## src/dcs_pkg.sv

```systemverilog
// dcs_pkg: register map, field positions, reset values and states of the command-mode sequencer
// assumes a 32-bit apb slave; the link side is abstracted to event and request strobes
package dcs_pkg;

	// register byte offsets
	localparam logic [7:0] DCS_OFF_CMD_HDR   = 8'h00;
	localparam logic [7:0] DCS_OFF_LP_MSG    = 8'h04;
	localparam logic [7:0] DCS_OFF_RX_HDR    = 8'h08;
	localparam logic [7:0] DCS_OFF_RX_PYLD   = 8'h0C;
	localparam logic [7:0] DCS_OFF_RX_CTL    = 8'h10;
	localparam logic [7:0] DCS_OFF_FRM_CTL0  = 8'h14;
	localparam logic [7:0] DCS_OFF_FRM_CTL1  = 8'h18;
	localparam logic [7:0] DCS_OFF_FUNC_CTL  = 8'h1C;
	localparam logic [7:0] DCS_OFF_TRANS_CFG = 8'h20;
	localparam logic [7:0] DCS_OFF_IMR       = 8'h24;
	localparam logic [7:0] DCS_OFF_IIR       = 8'h28;

	// link function control fields
	localparam int DCS_FC_TE_GPIO   = 0;
	localparam int DCS_FC_GATING    = 1;
	localparam int DCS_FC_CMD_MODE  = 2;
	localparam int DCS_FC_DUAL_LINK = 3;

	// frame control fields
	localparam int DCS_FR_REQ      = 0;
	localparam int DCS_FR_PERIODIC = 1;
	localparam int DCS_FR_IN_PROG  = 2;

	// transcoder config fields
	localparam int DCS_TC_ENABLE = 0;
	localparam int DCS_TC_STATE  = 1;

	// receive control fields
	localparam int DCS_RC_NO_UNLOAD = 0;
	localparam int DCS_RC_COUNT_LSB = 8;

	// low power message fields
	localparam int DCS_LP_BTA = 0;

	// interrupt bits above the 16 panel error bits
	localparam int DCS_IRQ_RX_TRIG = 16;
	localparam int DCS_IRQ_RX_DATA = 17;

	// reset values
	localparam logic [31:0] DCS_IMR_RESET  = 32'hFFFFFFFF;
	localparam logic [31:0] DCS_ZERO_RESET = 32'h00000000;

	// queue depths
	localparam int DCS_TXQ_DEPTH = 8;
	localparam int DCS_RXQ_DEPTH = 16;

	// command queue entry: bit 32 marks a turn-around request
	localparam int DCS_TXQ_WIDTH = 33;

	typedef enum logic [2:0] {
		DCS_ST_OFF      = 3'b000,
		DCS_ST_IDLE     = 3'b001,
		DCS_ST_WAIT_TE  = 3'b010,
		DCS_ST_WAIT_BTA = 3'b011,
		DCS_ST_SEND     = 3'b100,
		DCS_ST_VIDEO    = 3'b101
	} dcs_state_t;

endpackage

```

## src/dcs_fifo.sv

```systemverilog
// dcs_fifo: small synchronous queue with honest full, empty and fill count
// assumes one clock; push on full and pop on empty are ignored
module dcs_fifo
	import dcs_pkg::*;
#(
	parameter int WIDTH = 32,
	parameter int DEPTH = 8
) (
	// clock and reset
	input  wire logic                       pclk,
	input  wire logic                       presetn,
	// write side
	input  wire logic                       push,
	input  wire logic [WIDTH-1:0]           wdata,
	output logic                            full,
	// read side
	input  wire logic                       pop,
	output logic [WIDTH-1:0]                rdata,
	output logic                            empty,
	output logic [$clog2(DEPTH+1)-1:0]      count
);
	localparam int AW = $clog2(DEPTH);

	logic [WIDTH-1:0] mem [DEPTH];
	logic [AW-1:0]    wr_ptr_reg;
	logic [AW-1:0]    rd_ptr_reg;
	logic [$clog2(DEPTH+1)-1:0] count_reg;
	logic             do_push;
	logic             do_pop;

	assign full    = (count_reg == DEPTH[$clog2(DEPTH+1)-1:0]);
	assign empty   = (count_reg == '0);
	assign do_push = push && !full;
	assign do_pop  = pop && !empty;
	assign rdata   = mem[rd_ptr_reg];
	assign count   = count_reg;

	always_ff @(posedge pclk) begin
		if (do_push)
			mem[wr_ptr_reg] <= wdata;
	end

	always_ff @(posedge pclk or negedge presetn) begin
		if (!presetn) begin
			wr_ptr_reg <= '0;
			rd_ptr_reg <= '0;
			count_reg  <= '0;
		end else begin
			if (do_push)
				wr_ptr_reg <= (wr_ptr_reg == AW'(DEPTH - 1)) ? '0 : wr_ptr_reg + 1'b1;
			if (do_pop)
				rd_ptr_reg <= (rd_ptr_reg == AW'(DEPTH - 1)) ? '0 : rd_ptr_reg + 1'b1;
			if (do_push && !do_pop)
				count_reg <= count_reg + 1'b1;
			else if (do_pop && !do_push)
				count_reg <= count_reg - 1'b1;
		end
	end

endmodule

```

## src/dcs_sync.sv

```systemverilog
// dcs_sync: three-stage synchroniser for a pin input with second/third agreement
// assumes the pin is asynchronous to pclk
module dcs_sync (
	// clock and reset
	input  wire logic pclk,
	input  wire logic presetn,
	// pin and clean level
	input  wire logic pin,
	output logic      level,
	output logic      rise
);
	logic s1_reg;
	logic s2_reg;
	logic s3_reg;
	logic level_reg;

	// the second and third stages must agree before the level moves
	always_ff @(posedge pclk or negedge presetn) begin
		if (!presetn) begin
			s1_reg    <= 1'b0;
			s2_reg    <= 1'b0;
			s3_reg    <= 1'b0;
			level_reg <= 1'b0;
		end else begin
			s1_reg <= pin;
			s2_reg <= s1_reg;
			s3_reg <= s2_reg;
			if (s2_reg == s3_reg)
				level_reg <= s3_reg;
		end
	end

	assign level = level_reg;
	assign rise  = (s2_reg == s3_reg) && s3_reg && !level_reg;

endmodule

```

## src/dcs_sequencer.sv

```systemverilog
// dcs_sequencer: command-mode sequencer of a serial display transcoder, apb register file,
// ordered command/turn-around dispatch, response queue, tear-effect frame gating
// assumes the link layer outside takes dispatched words with valid/ready and reports receive events
module dcs_sequencer
	import dcs_pkg::*;
#(
	parameter int TXQ_DEPTH = DCS_TXQ_DEPTH,
	parameter int RXQ_DEPTH = DCS_RXQ_DEPTH
) (
	// apb
	input  wire logic        pclk,
	input  wire logic        presetn,
	input  wire logic        psel,
	input  wire logic        penable,
	input  wire logic        pwrite,
	input  wire logic [7:0]  paddr,
	input  wire logic [31:0] pwdata,
	output logic             pready,
	output logic             pslverr,
	output logic [31:0]      prdata,
	// command dispatch toward the link
	output logic             tx_valid,
	output logic [31:0]      tx_data,
	output logic             tx_bta,
	input  wire logic        tx_ready,
	// link receive events
	input  wire logic        rx_hdr_valid,
	input  wire logic [31:0] rx_hdr,
	input  wire logic        rx_pyld_valid,
	input  wire logic [31:0] rx_pyld,
	input  wire logic        rx_trigger,
	input  wire logic        rx_te_trigger,
	input  wire logic        rx_err_valid,
	input  wire logic [15:0] rx_err,
	input  wire logic        bta_done,
	input  wire logic        bta_terminated,
	// video timing and pin
	input  wire logic        vblank_line_start,
	input  wire logic        te_gpio_pin,
	// frame engine
	output logic             frame_start,
	output logic             video_run,
	input  wire logic        frame_done,
	output logic             irq_pending
);

	////////////////////////////////////////////////////////////////////////
	// register state

	logic [31:0] imr_reg;
	logic [31:0] iir_reg;
	logic [3:0]  func_ctl_reg;
	logic        trans_en_reg;
	logic        no_unload_reg;
	logic        frm_req_reg;
	logic        periodic_reg;
	logic        in_prog0_reg;
	logic        in_prog1_reg;
	logic        te_seen_reg;
	logic        link_back_reg;
	logic        bta_armed_reg;
	logic [31:0] rx_hdr_reg;
	logic [31:0] prdata_reg;
	dcs_state_t  state_reg;
	dcs_state_t  state_next;

	logic wr_en;
	logic rd_en;
	logic eff_te_gpio;
	logic eff_gating;
	logic te_event;
	logic gpio_rise;
	logic frame_kick;
	logic [31:0] irq_set;

	logic                            txq_push;
	logic [DCS_TXQ_WIDTH-1:0]        txq_rdata;
	logic                            txq_empty;
	logic                            txq_full;
	logic                            rxq_pop;
	logic [31:0]                     rxq_rdata;
	logic                            rxq_empty;
	logic [$clog2(RXQ_DEPTH+1)-1:0]  rxq_count;

	assign wr_en   = psel && penable && pwrite;
	assign rd_en   = psel && penable && !pwrite;
	assign pready  = 1'b1;
	assign pslverr = 1'b0;
	assign prdata  = prdata_reg;

	////////////////////////////////////////////////////////////////////////
	// shared command queue keeps header writes and turn-arounds in order

	// a turn-around rides the same queue as headers, so order is kept
	assign txq_push = wr_en && (paddr == DCS_OFF_CMD_HDR ||
		(paddr == DCS_OFF_LP_MSG && pwdata[DCS_LP_BTA]));

	dcs_fifo #(
		.WIDTH (DCS_TXQ_WIDTH),
		.DEPTH (TXQ_DEPTH)
	) u_txq (
		.pclk    (pclk),
		.presetn (presetn),
		.push    (txq_push),
		.wdata   ({paddr == DCS_OFF_LP_MSG, pwdata}),
		.full    (txq_full),
		.pop     (tx_valid && tx_ready),
		.rdata   (txq_rdata),
		.empty   (txq_empty),
		.count   ()
	);

	// turn-around in video mode only at a vertical blank line start, never the read's line
	always_ff @(posedge pclk or negedge presetn) begin
		if (!presetn)
			bta_armed_reg <= 1'b0;
		else if (tx_valid && tx_ready)
			bta_armed_reg <= 1'b0;
		else if (vblank_line_start && !txq_empty && txq_rdata[32])
			bta_armed_reg <= 1'b1;
	end

	assign tx_data  = txq_rdata[31:0];
	assign tx_bta   = txq_rdata[32];
	assign tx_valid = !txq_empty && trans_en_reg &&
		(!txq_rdata[32] || func_ctl_reg[DCS_FC_CMD_MODE] || bta_armed_reg);

	////////////////////////////////////////////////////////////////////////
	// response queue and header register

	assign rxq_pop = rd_en && paddr == DCS_OFF_RX_PYLD && !no_unload_reg;

	dcs_fifo #(
		.WIDTH (32),
		.DEPTH (RXQ_DEPTH)
	) u_rxq (
		.pclk    (pclk),
		.presetn (presetn),
		.push    (rx_pyld_valid),
		.wdata   (rx_pyld),
		.full    (),
		.pop     (rxq_pop),
		.rdata   (rxq_rdata),
		.empty   (rxq_empty),
		.count   (rxq_count)
	);

	always_ff @(posedge pclk or negedge presetn) begin
		if (!presetn)
			rx_hdr_reg <= DCS_ZERO_RESET;
		else if (rx_hdr_valid)
			rx_hdr_reg <= rx_hdr;
	end

	////////////////////////////////////////////////////////////////////////
	// interrupts: event bits gated by mask, set wins over write-one-clear

	always_comb begin
		irq_set = '0;
		if (rx_err_valid)
			irq_set[15:0] = rx_err;
		irq_set[DCS_IRQ_RX_TRIG] = rx_trigger && !rx_te_trigger;
		irq_set[DCS_IRQ_RX_DATA] = rx_hdr_valid || rx_pyld_valid || bta_terminated;
		irq_set = irq_set & ~imr_reg;
	end

	always_ff @(posedge pclk or negedge presetn) begin
		if (!presetn)
			iir_reg <= DCS_ZERO_RESET;
		else if (wr_en && paddr == DCS_OFF_IIR)
			iir_reg <= (iir_reg & ~pwdata) | irq_set;
		else
			iir_reg <= iir_reg | irq_set;
	end

	assign irq_pending = |iir_reg;

	////////////////////////////////////////////////////////////////////////
	// control registers

	always_ff @(posedge pclk or negedge presetn) begin
		if (!presetn) begin
			imr_reg       <= DCS_IMR_RESET;
			func_ctl_reg  <= '0;
			trans_en_reg  <= 1'b0;
			no_unload_reg <= 1'b0;
			periodic_reg  <= 1'b0;
		end else if (wr_en) begin
			case (paddr)
				DCS_OFF_IMR:       imr_reg       <= pwdata;
				DCS_OFF_FUNC_CTL:  func_ctl_reg  <= pwdata[3:0];
				DCS_OFF_TRANS_CFG: trans_en_reg  <= pwdata[DCS_TC_ENABLE];
				DCS_OFF_RX_CTL:    no_unload_reg <= pwdata[DCS_RC_NO_UNLOAD];
				DCS_OFF_FRM_CTL0:  periodic_reg  <= pwdata[DCS_FR_PERIODIC];
				default: ;
			endcase
		end
	end

	////////////////////////////////////////////////////////////////////////
	// tear-effect source and overrides

	dcs_sync u_te_sync (
		.pclk    (pclk),
		.presetn (presetn),
		.pin     (te_gpio_pin),
		.level   (),
		.rise    (gpio_rise)
	);

	// periodic mode cannot issue turn-arounds, so it forces gpio tear and non-gating
	assign eff_te_gpio = func_ctl_reg[DCS_FC_TE_GPIO] || periodic_reg;
	assign eff_gating  = func_ctl_reg[DCS_FC_GATING] && !periodic_reg;
	assign te_event    = eff_te_gpio ? gpio_rise : rx_te_trigger;

	////////////////////////////////////////////////////////////////////////
	// frame sequencer

	assign frame_kick = frm_req_reg || (periodic_reg && te_event);

	always_comb begin
		state_next = state_reg;
		case (state_reg)
			DCS_ST_OFF:
				if (trans_en_reg)
					state_next = func_ctl_reg[DCS_FC_CMD_MODE] ? DCS_ST_IDLE : DCS_ST_VIDEO;
			DCS_ST_IDLE:
				if (!trans_en_reg)
					state_next = DCS_ST_OFF;
				else if (frame_kick)
					state_next = eff_gating ? DCS_ST_WAIT_TE : DCS_ST_SEND;
			DCS_ST_WAIT_TE:
				if (!trans_en_reg)
					state_next = DCS_ST_OFF;
				else if ((te_seen_reg || te_event) &&
					(eff_te_gpio || link_back_reg || bta_done))
					state_next = DCS_ST_SEND;
			DCS_ST_WAIT_BTA:
				state_next = DCS_ST_SEND;
			DCS_ST_SEND:
				if (frame_done)
					state_next = trans_en_reg ? DCS_ST_IDLE : DCS_ST_OFF;
			DCS_ST_VIDEO:
				if (!trans_en_reg && frame_done)
					state_next = DCS_ST_OFF;
			default:
				state_next = DCS_ST_OFF;
		endcase
	end

	always_ff @(posedge pclk or negedge presetn) begin
		if (!presetn)
			state_reg <= DCS_ST_OFF;
		else
			state_reg <= state_next;
	end

	// tear event and returned link control may come in either order
	always_ff @(posedge pclk or negedge presetn) begin
		if (!presetn) begin
			te_seen_reg   <= 1'b0;
			link_back_reg <= 1'b0;
		end else if (state_reg != DCS_ST_WAIT_TE) begin
			te_seen_reg   <= 1'b0;
			link_back_reg <= 1'b0;
		end else begin
			if (te_event)
				te_seen_reg <= 1'b1;
			if (bta_done)
				link_back_reg <= 1'b1;
		end
	end

	// frame request: set by port 0 write only, cleared when taken; set wins
	always_ff @(posedge pclk or negedge presetn) begin
		if (!presetn)
			frm_req_reg <= 1'b0;
		else if (wr_en && paddr == DCS_OFF_FRM_CTL0 && pwdata[DCS_FR_REQ])
			frm_req_reg <= 1'b1;
		else if (state_reg == DCS_ST_IDLE && trans_en_reg)
			frm_req_reg <= 1'b0;
	end

	// port 1 follows port 0 one cycle later, or rises with it in dual-link mode, so it never reads idle early
	always_ff @(posedge pclk or negedge presetn) begin
		if (!presetn) begin
			in_prog0_reg <= 1'b0;
			in_prog1_reg <= 1'b0;
		end else begin
			in_prog0_reg <= (state_next == DCS_ST_WAIT_TE || state_next == DCS_ST_SEND);
			in_prog1_reg <= in_prog0_reg || (func_ctl_reg[DCS_FC_DUAL_LINK] &&
				(state_next == DCS_ST_WAIT_TE || state_next == DCS_ST_SEND));
		end
	end

	assign frame_start = (state_reg != DCS_ST_SEND) && (state_next == DCS_ST_SEND);
	assign video_run   = (state_reg == DCS_ST_VIDEO);

	////////////////////////////////////////////////////////////////////////
	// apb read mux

	always_ff @(posedge pclk or negedge presetn) begin
		if (!presetn)
			prdata_reg <= DCS_ZERO_RESET;
		else if (psel && !penable && !pwrite) begin
			prdata_reg <= '0;
			case (paddr)
				DCS_OFF_LP_MSG:    prdata_reg[DCS_LP_BTA] <= !txq_empty && txq_rdata[32];
				DCS_OFF_RX_HDR:    prdata_reg <= rx_hdr_reg;
				DCS_OFF_RX_PYLD:   prdata_reg <= rxq_empty ? '0 : rxq_rdata;
				DCS_OFF_RX_CTL:    prdata_reg <= {{(24-$bits(rxq_count)){1'b0}}, rxq_count,
					7'h00, no_unload_reg};
				DCS_OFF_FRM_CTL0:  prdata_reg[2:0] <= {in_prog0_reg, periodic_reg, frm_req_reg};
				DCS_OFF_FRM_CTL1:  prdata_reg[DCS_FR_IN_PROG] <= in_prog1_reg;
				DCS_OFF_FUNC_CTL:  prdata_reg[3:0] <= func_ctl_reg;
				DCS_OFF_TRANS_CFG: prdata_reg[1:0] <= {state_reg != DCS_ST_OFF, trans_en_reg};
				DCS_OFF_IMR:       prdata_reg <= imr_reg;
				DCS_OFF_IIR:       prdata_reg <= iir_reg;
				default:           prdata_reg <= '0;
			endcase
		end
	end

endmodule

```

## config.mk

```make
export PLATFORM = sky130hd
export DESIGN_NAME = dcs_sequencer
export DESIGN_NICKNAME = d
export VERILOG_FILES = /design/src/dcs_pkg.sv /design/src/dcs_fifo.sv /design/src/dcs_sync.sv /design/src/dcs_sequencer.sv
export SDC_FILE = /design/constraint.sdc
export NUM_CORES = 1
export LEC_CHECK = 0
export BUFFER_PORTS_ARGS = -buffer_cell sky130_fd_sc_hd__buf_2
export CAP_MARGIN = 5
export CORE_AREA = 5 5 253 501
export CTS_CLUSTER_DIAMETER = 40
export DETAILED_ROUTE_END_ITERATION = 8
export DIE_AREA = 0 0 258 506
export PLACE_DENSITY = 0.47
export SLEW_MARGIN = 20
export SYNTH_ARGS = -nofsm -noshare
export SYNTH_HDL_FRONTEND = slang
export SYNTH_SLANG_ARGS = --single-unit
```

## constraint.sdc

```tcl
create_clock -name pclk -period 10.1 [get_ports pclk]
set_input_delay 1.515 -clock pclk [delete_from_list [all_inputs] [get_ports pclk]]
set_output_delay 1.515 -clock pclk [all_outputs]
set_load 0.01 [all_outputs]
```

# Yosys cells after proc, flatten, opt, wreduce, memory -nomap -nowiden
# Memories as Yosys holds them, arrays and structs flattened.
# Cells that the tools add are included.
[op_classes]
mux = 40
add_sub_neg = 8
reduce_logical = 81
bitwise_logic = 6
eq_ne = 26
[ops]
columns = ["operator", "n"]
rows = [
  ["28-bit case mux with 5 select lines", 1],
  ["32-bit two-way mux", 2],
  ["32-bit NOT", 2],
  ["32-bit bitwise OR", 2],
  ["1-bit logical AND", 36],
  ["3-bit two-way mux", 11],
  ["18-bit by 32-bit bitwise AND with 32-bit output", 1],
  ["32-bit bitwise AND", 1],
  ["8-bit by 5-bit equality test with 1-bit output, second input constant", 4],
  ["32-bit OR reduction", 1],
  ["8-bit by 6-bit equality test with 1-bit output, second input constant", 3],
  ["3-bit case mux with 6 select lines", 1],
  ["8-bit by 4-bit equality test with 1-bit output, second input constant", 2],
  ["1-bit logical NOT", 16],
  ["16-bit two-way mux", 1],
  ["4-bit two-way mux", 4],
  ["3-bit equality test, second input constant", 5],
  ["1-bit two-way mux", 14],
  ["1-bit case mux with 7 select lines", 2],
  ["4-bit by 1-bit adder with 4-bit output, second input constant", 3],
  ["4-bit equality test, second input constant", 3],
  ["1-bit logical OR", 12],
  ["2-bit nonzero test", 6],
  ["5-bit two-way mux", 2],
  ["other kinds (19)", 26],
]
[totals]
mem_bits_rw = 776
output_inout_bits = 71
wordCells = 188
ff_bits = 171
in_bits = 136
mem_count = 2
[memory_table]
columns = ["memory", "words", "width", "rd", "rd_ports_with_merged_regs", "wr", "line_no", "rtl"]
rows = [
  ["u_rxq.mem", 16, 32, 1, 0, 1, "dcs_fifo.sv:24", "logic [WIDTH-1:0] mem [DEPTH];"],
  ["u_txq.mem", 8, 33, 1, 0, 1, "dcs_fifo.sv:24", ""],
]

# Logic depth before layout (Yosys ltp)
# Gate-level depths: netlist (run 1).
[depth]
depth_word = 13
depth_mapped = 13
mapped_depth_nobuf = 12

# By module
# A second synthesis (run 1) with hierarchy kept.
[unflattened]
cells_unflattened = 1918
hier_area_um2 = 37717.4
[modules_own_cells]
columns = ["module", "cells_per_inst", "area_each_um2", "instances"]
rows = [
  ["dcs_fifo at u_rxq", 890, 20099.3, 1],
  ["dcs_fifo at u_txq", 448, 10657.7, 1],
  ["dcs_sequencer", 573, 6826.5, 1],
  ["dcs_sync", 7, 133.9, 1],
]

# Least setup slack after synthesis (run 1)
# Ideal clock, no wire load.
[synth_timing]
path_type = "input -> register"
startpoint = "input port paddr[5]"
endpoint = "memory u_txq.mem[2][0] (netlist name) (enable)"
t_arrival_ns = 5.076
path_slack_ns = 4.553
t_required_ns = 9.629
path_stages = 6
setup_ns = 0.471
cell_sequence = "buf_2 > nor4_2 > o2111ai_1 > a21oi_2 > nand2b_1 > nor3b_1"
[synth_via]
elab_chain_cells = 7
[synth_rtl]
columns = ["item", "line_no", "rtl"]
rows = [
  ["start, declared", "dcs_sequencer.sv:16", "input wire logic [7:0] paddr,"],
  ["8-bit by 3-bit equality test with 1-bit output", "dcs_sequencer.sv:96", "(paddr == DCS_OFF_LP_MSG && pwdata[DCS_LP_BTA]));"],
  ["1-bit logical AND", "dcs_sequencer.sv:96", ""],
  ["1-bit logical OR (*)", "dcs_sequencer.sv:95", "assign txq_push = wr_en && (paddr == DCS_OFF_CMD_HDR ||"],
  ["1-bit logical AND (*)", "dcs_sequencer.sv:95", ""],
  ["1-bit logical AND (*)", "dcs_fifo.sv:33", "assign do_push = push && !full;"],
  ["via u_txq.do_push", "dcs_fifo.sv:28", "logic do_push;"],
  ["1-bit two-way mux (*)", "dcs_fifo.sv:39", "if (do_push)"],
  ["1-bit two-way mux (not written as such) (*)", "dcs_fifo.sv:40", "mem[wr_ptr_reg] <= wdata;"],
  ["end, declared", "dcs_fifo.sv:24", ""],
]
# Mark *: on every way through the listed nets, which the timed path passes. The rest lies on a longest branch.

# Worst setup path in the final report (run 1)
[layout_timing]
startpoint = "register u_txq.rd_ptr_reg[0]"
endpoint = "output port tx_data[18]"
[layout_via]
elab_chain_cells = 1
[layout_rtl]
columns = ["item", "line_no", "rtl"]
rows = [
  ["start, declared", "dcs_fifo.sv:26", "logic [AW-1:0] rd_ptr_reg;"],
  ["start signal, assigned", "dcs_fifo.sv:52", "rd_ptr_reg <= (rd_ptr_reg == AW'(DEPTH - 1)) ? '0 : rd_ptr_reg + 1'b1;"],
  ["memory 8 x 33 bit", "--", ""],
  ["end, declared", "dcs_sequencer.sv:23", "output logic [31:0] tx_data,"],
]
# Every way passes these cells.

==> impl.org, run 1 <==
** Place
- At the end of routability-driven placement, the weighted congestion stood at 0.810.
- In this run the tool buffered the top-level ports with 204 buffer cells.
- Post-detail-place hpwl :: 67.2 mm

** Worst hold path
- Class of the tightest hold or removal check :: register to register
- The worst hold path passes through 0 cells.

** Logic synthesis
- The share of the Yosys chip area taken by registers is 73.5%.
- Portion of synthesized cell area occupied by the leading cell type :: 62.0%
- Counting instances in the post-synthesis netlist gives the leading cell types as edfxtp_1, mux4_2, dfrtp_1.
- The number of nets in the synthesized netlist is 2,037.
- A synthesized cell averages 20.0 um^2.
- Synthesis inferred 947 register bits.
- The mapped netlist covers 37,600 um^2.
- For this run, the leading register cell type out of synthesis is edfxtp_1.
- Post-synth ARST share :: 18.1%
- Number of enable-type register cells in the synthesized netlist :: 776
- Library cell with the largest summed area after synthesis :: edfxtp_1
- Synthesis instantiated 66 different standard cells from the library.
- Instance count of the mapped netlist :: 1,882
- Leading cell type by number of instances after synthesis :: edfxtp_1
- For this run, the number of Yosys warnings is 0.
- Dominant cells by area after synthesis :: edfxtp_1, mux4_2, dfrtp_1, mux2_2, dfstp_2

** Global route
- Remaining Overflow, GRT :: 0
- For this run, the total global-route usage over all layers was measured as 16.5%.
- The first global-routing pass estimated 156 mm of wire.
- The via count of the first global-routing pass is 20,733.
- Entering global routing, the biggest net connects 93 pins.
- Antenna violations before repair :: 25

** CTS
- Post-CTS repair changed the size of 0 cells.
- TritonCTS clock tree :: yes
- CTS H-Tree Depth :: 3
- Counting along the longest clock path gives a buffer depth of 3.
- Hold buffer count at cts :: 0
- TritonCTS buffer count :: 98
- Clock latency on the worst-skew pair, taken at its later pin, is 0.73 ns.
- Root cell of the clock tree :: clkbuf_16
- After clock tree synthesis, the clock-pin slew on the worst setup and hold paths is 0.06 ns.
- After clock tree synthesis, the setup repair step added 0 buffers.
- # clock sinks :: 947

** Finish
- Fin nets :: 2,280
- Area growth from synthesis to final layout :: 17.3%
- The multi-input combinational cells in the finished layout cover a total of 9530 um^2.
- Largest registers ranked by flip-flop count :: u_rxq.mem (512), u_txq.mem (264)
- Across the whole layout, storage elements account for 27,600 um^2.
- Max FFs per register :: 512
- After filler insertion, the fill cell instance count of the layout stands at 11,372.
- More flip-flops sit in one register than any other, and that register is u_rxq.mem.
- Layout cell share with drive strength beyond 1 :: 37.5%

** Floorplanning
- Total I/O pin count :: 207
- Vert. Die Dim :: 506 um
- The floorplan step defined a die boundary enclosing 131,000 um^2.
- Core area :: 123,000 um^2
- Number of placement rows :: 182
- For this configuration, the core starts out at a cell density of 30.6%.
- Die X-Extent :: 258 um

** Setup path
- Reg-to-reg critical path startpoint :: u_rxq.rd_ptr_reg[1]
- The worst setup path is captured at an output pin.
- The worst setup path is launched from a register.
- At the worst endpoint, the required time is 8.59 ns.
- Crit-path max FO :: 40
- For the worst flop-to-flop path, the logic depth is 6.
- The critical path is of the register to output pin type.
- Data arrival time at the worst-slack endpoint :: 3.45 ns
- Among all stages on the critical path, the largest delay is contributed by dfrtp_4.
- Biggest cell delay along the critical path :: 0.81 ns
- Critical-path cell list :: buf_4 -> mux4_2 -> mux2_2 -> buf_2
- Setup slack of the most critical reg-to-reg path :: 6.43 ns
- Worst reg2reg path endpoint :: prdata[9]
- Critical path destination :: tx_data[18]
- Crit path max-delay family :: multiplexers
- Counting buffers and inverters, the worst setup path is 4 cells deep.
- Startpoint of the worst setup timing path :: u_txq.rd_ptr_reg[0]
- Counting both buffers and inverters, the worst setup path holds a total of 2.

** Detailed routing
- Routed wl met3 :: 5.53 mm
- Number of remaining DRC errors :: 0
- Via density per instance :: 5.14
- The first TritonRoute pass finished after 5 iterations.
- After detailed routing, the average wire length per cell comes to 28.9 um.
- Wire length on met1 :: 43.8 mm
- Wires add up to 109 mm.
- Post-DRT Antenna Nets :: 0
- Number of vias in the routed layout :: 19,419
- The highest layer touched by signal routing is met5.
- Wire length on met2 :: 57.4 mm
- After the first detailed-routing iteration, the DRC count stood at 1,396.

** Power and ir drop
- Leakage power summed over all cells :: 14.4 nW
- Switching share of power :: 24.2%
- Max VDD drop :: 0.117 mV
- In this run the power density over the cells is 208 nW/um^2.
- Clock share of power :: 42.5%
- Internal power comes to 6.93 mW.
- Combinational share of power :: 7.4%
- Share of power burned in registers :: 50.1%
- In this run the power spent charging and discharging nets is 2.22 mW.

** STA
- In the finished design, the share of the clock period the worst path needs comes to 49.2%.
- Setup repair after global routing left no endpoint under its margin.
- The worst path in the final design needs a cycle of 4.96 ns, including I/O delays and setup.
- Worst Clk Skew :: 0.0515 ns
- Least-Margin Pin Slew :: 0.994 ns
- Number of endpoints with negative hold slack in the final report :: 0
- TNS Setup :: 0 ns
- Worst hold slack :: 0.355 ns
- The final count of pins violating max slew was 0.
- Static timing analysis puts the maximum clock frequency at 201 MHz.
- Setup violations remaining at the end of the flow were counted as 0.
- Worst max-slew margin expressed relative to the limit :: 33.7%

** Outcome
- Result of the run :: complete, no violations

** Run
- The tool flagged a number of max-cap violations equal to 0.
cells in the final DEF, fill, tap and decap left out, types with 10 or more instances in the layout:
cell / n
a21oi_1: 44
inv_1: 13
mux2_4: 30
a31oi_1: 30
nand2_1: 97
buf_4: 42
clkbuf_16: 98
nor2_4: 15
clkinv_2: 10
o2bb2ai_1: 17
a22oi_1: 30
ha_1: 17
dfstp_2: 32
bufinv_16: 13
inv_6: 11
a21boi_0: 14
o21ai_0: 16
nor2_1: 47
nand3_1: 20
clkbuf_1: 12
nor3_1: 13
nor4_1: 13
dfrtp_1: 132
mux4_2: 223
edfxtp_1: 776
buf_2: 203
mux2_2: 82
power by group through the flow:
stage                     clock network (mW)  logic, mW  registers [mW]
after floorplan                            0      0.348            4.63
after global placement                     0      0.690            4.65
after detailed placement                   0      0.702            4.67
after CTS                               4.00      0.704            4.58
after global routing                    4.15      0.739            4.60
final                                   3.88      0.680            4.58
layout make-up:
type                            instances  area share, %
Antenna cell                            3         0.0170
Inverter                               13          0.111
Clock inverter                         68           2.13
Multi-Input combinational cell        818           21.6
Clock buffer                          115           5.83
Sequential cell                       947           62.7
Timing Repair Buffer                  247           3.10
Tap cell                             1564           4.44
how the worst min path moves through the flow:
stage	start	end	slack (ns)
3_3_place_gp	u_te_sync.s1_reg	u_te_sync.s2_reg	0.34
4_1_cts	u_te_sync.s1_reg	u_te_sync.s2_reg	0.36
2_1_floorplan	u_te_sync.s1_reg	u_te_sync.s2_reg	0.33
6_report	u_te_sync.s1_reg	u_te_sync.s2_reg	0.36
3_5_place_dp	u_te_sync.s1_reg	u_te_sync.s2_reg	0.35
5_1_grt	u_te_sync.s1_reg	u_te_sync.s2_reg	0.37
cell families after synthesis:
group           count (synthesis)  synth area share [%]
xor+xnor                       11                 0.257
compound gates                189                  3.41
mux                           344                  17.3
simple gates                  253                  3.28
fa+ha+maj                      19                 0.673
other cells                     2                0.0200
buf+inv                       117                  1.52
flops                         947                  73.5
through the flow:
stage	util (%)	power, mW	worst slack (ns)	instances	instance area, um^2
after floorplan	-	4.98	4.55	1882	37600
after global routing	35.9	9.49	4.88	3773	44000
after CTS	35.9	9.28	4.95	3772	44000
final	35.9	9.14	5.14	3775	44100
after global placement	33.0	5.34	5.21	3589	40500
after detailed placement	33.0	5.37	5.22	3589	40500
worst reg2reg max path, stage by stage, from the launching register on:
cell and delay, ns:
dfrtp_4 0.63, buf_4 0.79, buf_4 0.92, mux4_2 0.44, mux4_2 0.55, nand2_1 0.11
a31oi_1 0.09
per-layer routing:
layer / GRT usage (%) / up-vias
met4: 4.07 / 22
met5: 0 / -
met1: 20.7 / 10549
li1: - / 8167
met2: 29.5 / 545
met3: 3.19 / 136
No activity file was read; power rests on OpenSTA's default activity.
==> run 2, diff against run 1 <==
--- a/config.mk
+++ b/config.mk
@@ -11,7 +11,7 @@
 export CTS_CLUSTER_DIAMETER = 40
 export DETAILED_ROUTE_END_ITERATION = 8
 export DIE_AREA = 0 0 258 506
-export PLACE_DENSITY = 0.47
+export PLACE_DENSITY = 0.48
 export SLEW_MARGIN = 20
 export SYNTH_ARGS = -nofsm -noshare
 export SYNTH_HDL_FRONTEND = slang
==> constraint.sdc (replaced) <==
create_clock -name pclk -period 4.2 [get_ports pclk]
set_input_delay 0.63 -clock pclk [delete_from_list [all_inputs] [get_ports pclk]]
set_output_delay 0.63 -clock pclk [all_outputs]
set_load 0.01 [all_outputs]
==> run 2 against run 1 <==
Via count is 0.77% lower. Clock power is 140% higher. Largest cell class unchanged. Critical endpoint is now tx_data[19]. Critical path depth is 1 higher. Clock skew is 0.024 ns lower.
==> impl.org, run 2 (synthesis gave the netlist of run 1 again) <==
** STA
- Least-Margin Pin Slew :: 0.932 ns
- TNS Setup :: 0 ns
- Worst Clk Skew :: 0.0279 ns
- Worst hold slack :: 0.157 ns
- The total count of hold-check failures in the final report is 0.
- Setup violations remaining at the end of the flow were counted as 0.
- Setup repair after global routing left no endpoint under its margin.
- Timing would allow up to 270 MHz.
- Worst max-slew margin expressed relative to the limit :: 37.5%
- Final Max Tran Viols :: 0
- In the finished design, the share of the clock period the worst path needs comes to 88.3%.
- The smallest clock period supported by the final layout is computed as 3.71 ns.

** Global route
- Antenna violations before repair :: 20
- Remaining Overflow, GRT :: 0
- The first global-routing pass estimated 155 mm of wire.
- Entering global routing, the biggest net connects 94 pins.
- Vias in the first global route :: 20,853
- Combined global-route utilization of all metal layers :: 16.3%

** Run
- Max-cap violations in this run came to 0.

** Floorplanning
- The floorplan step set the die height to 506 um.
- For this configuration, the core starts out at a cell density of 30.6%.
- Area enclosed by the die boundary :: 131,000 um^2
- Core area :: 123,000 um^2
- Die X-Extent :: 258 um
- Total I/O pin count :: 207
- After floorplanning, the core was divided into 182 placement rows.

** CTS
- Clock latency on the worst-skew pair, taken at its later pin, is 0.71 ns.
- After clock tree synthesis, the setup repair step added 0 buffers.
- In this run the number of H-tree levels came out at 3.
- CTS clock-pin slew for the worst setup and hold paths :: 0.06 ns
- Clock tree synthesis found a total of 947 sinks.
- The number of clock buffers added by TritonCTS is 99.
- TritonCTS built the clock tree.
- After clock tree synthesis, the repair step resized 0 gates.
- Hold buffer count at cts :: 2
- Root cell of the clock tree :: clkbuf_16
- Buffers from clock root to sink, at most :: 3

** Setup path
- In this run the critical register-to-register path is launched from u_txq.rd_ptr_reg[0].
- Data arrival time at the worst-slack endpoint :: 3.08 ns
- Critical path destination :: tx_data[19]
- Worst reg2reg path endpoint :: u_txq.count[3]
- Cell count of the worst reg-to-reg path :: 12
- Counting stages on the worst path, the most repeated cell is buf_4.
- Type of element capturing the critical path :: output pin
- At the worst endpoint, the required time is 3.57 ns.
- Startpoint class of the critical path :: register
- Critical-path cell list :: buf_4 -> buf_4 -> mux4_2 -> mux2_2 -> buf_2
- Standard cell with the maximum stage delay on the critical path :: buf_4
- In this design, the stage delay of the slowest critical-path cell is 0.60 ns.
- By startpoint and endpoint, the worst setup path is classified as register to output pin.
- The setup check on the worst reg-to-reg path leaves a slack of 1.07 ns.
- Startpoint of the worst setup timing path :: u_txq.rd_ptr_reg[1]
- Crit-path max FO :: 46

** Power and ir drop
- Clock share of power :: 42.7%
- Leakage power summed over all cells :: 14.6 nW
- Combinational share of power :: 7.6%
- The internal portion of the total power is 16.8 mW.
- Share of power burned in registers :: 49.8%
- Switching share of power :: 24.0%
- Power density over cell area :: 497 nW/um^2
- Max VDD drop :: 0.377 mV
- Final total power :: 22.1 mW
- Switching power :: 5.30 mW

** Finish
- Fin nets :: 2,311
- Top reg by flops :: u_rxq.mem
- Final cell count without fillers :: 3,810
- Leaving out fill and tap cells, the most frequent cells in the layout are edfxtp_1, mux4_2, buf_2.
- The register with the most flip-flops in the layout has 512 of them.
- Counting the fill cells in the layout gives 11,292.
- Compared with the post-synthesis result, the final layout area differs by 18.5%.
- Largest registers ranked by flip-flop count :: u_rxq.mem (512), u_txq.mem (264)
- In the final layout, the share of cells above drive strength 1 is 38.3%.
- The library cell used most frequently in the layout, excluding fill and tap cells, is edfxtp_1.

** Worst hold path
- Class of the tightest hold or removal check :: input pin to register

** Place
- Final weighted congestion in routability-driven placement :: 0.835
- Post-detail-place hpwl :: 70.4 mm
- Placed Cells :: 3,617
- Number of buffers added on ports :: 204

** Detailed routing
- After detailed routing, the met2 layer carries 55.4 mm of wire.
- Wire length on met1 :: 43.5 mm
- Number of vias in the routed layout :: 19,269
- The detailed router finished its first iteration with 1,567 violations.
- Via density per instance :: 5.06
- Top layer used by detailed routing :: met5
- The routed design uses 5.68 mm of met3 wire.
- Dividing the detail-routed wire length by the instance count gives 28.2 um.
- In this run the remaining antenna-violating nets after routing total 0.
- The routed design has 107 mm of wire.
- After detailed routing, the number of remaining DRC violations is 0.
- Before antenna repair, the detailed router went through 5 iterations.

** Outcome
- Result of the run :: complete, no violations
[run 2: cell types whose count changed in the layout (fill, tap and decap cells not counted), moves of 3 or more]
cell	previous run	this run
buf_12	1	15
buf_4	42	56
clkinv_1	4	8
inv_8	8	3
clkinv_16	4	0
clkbuf_1	12	8
clkinvlp_4	8	11
clkinv_8	3	11
[run 2: cell type report]
cell class                 instances  area (um^2)  share of cell area, %
sequential                       947        27600                   62.1
multi-input combinational        818         9530                   21.4
clock buffer                     111         2570                   5.78
tap                             1564         1960                   4.40
timing repair buffer             277         1770                   3.98
clock inverter                    75          973                   2.19
inverter                          13         48.8                  0.110
antenna                            5         12.5                 0.0281
[run 2: how the worst min path moves through the flow]
stage | startpoint | end | depth (start not counted)
CTS | rx_hdr[5] | rx_hdr_reg[5] | 2
finish | rx_hdr[5] | rx_hdr_reg[5] | 2
global route | rx_hdr[6] | rx_hdr_reg[6] | 2
detailed placement | u_te_sync.s1_reg | u_te_sync.s2_reg | 0
global placement | u_te_sync.s1_reg | u_te_sync.s2_reg | 0
floorplan | presetn | bta_armed_reg | 0
[run 2: critical path: cells and delay by family, from the launching register on]
kind,cells,cell delay (ns)
buffers and inverters,3,1.06
flip-flops,1,0.51
multiplexers,2,0.74
[run 2: per-layer routing]
layer | vias up | track usage, %
met3 | 146 | 3.28
met5 | - | 0
met2 | 559 | 28.5
met1 | 10313 | 20.6
met4 | 26 | 4.52
li1 | 8225 | -
[run 2: stage by stage]
stage	util (%)	area (um^2)	setup slack (ns)
after global placement	33.3	40900	0.765
after CTS	36.2	44500	0.341
after global routing	36.3	44500	0.339
after floorplan	-	37600	-0.462
final	36.3	44500	0.492
after detailed placement	33.3	40900	0.797
[run 2: power groups by stage]
stage	logic [mW]	registers, mW	clock network [mW]
after global placement	1.68	11.2	0
after floorplan	0.838	11.1	0
final	1.67	11.0	9.44
after detailed placement	1.71	11.2	0
after CTS	1.72	11.0	9.69
after global routing	1.81	11.1	10.1
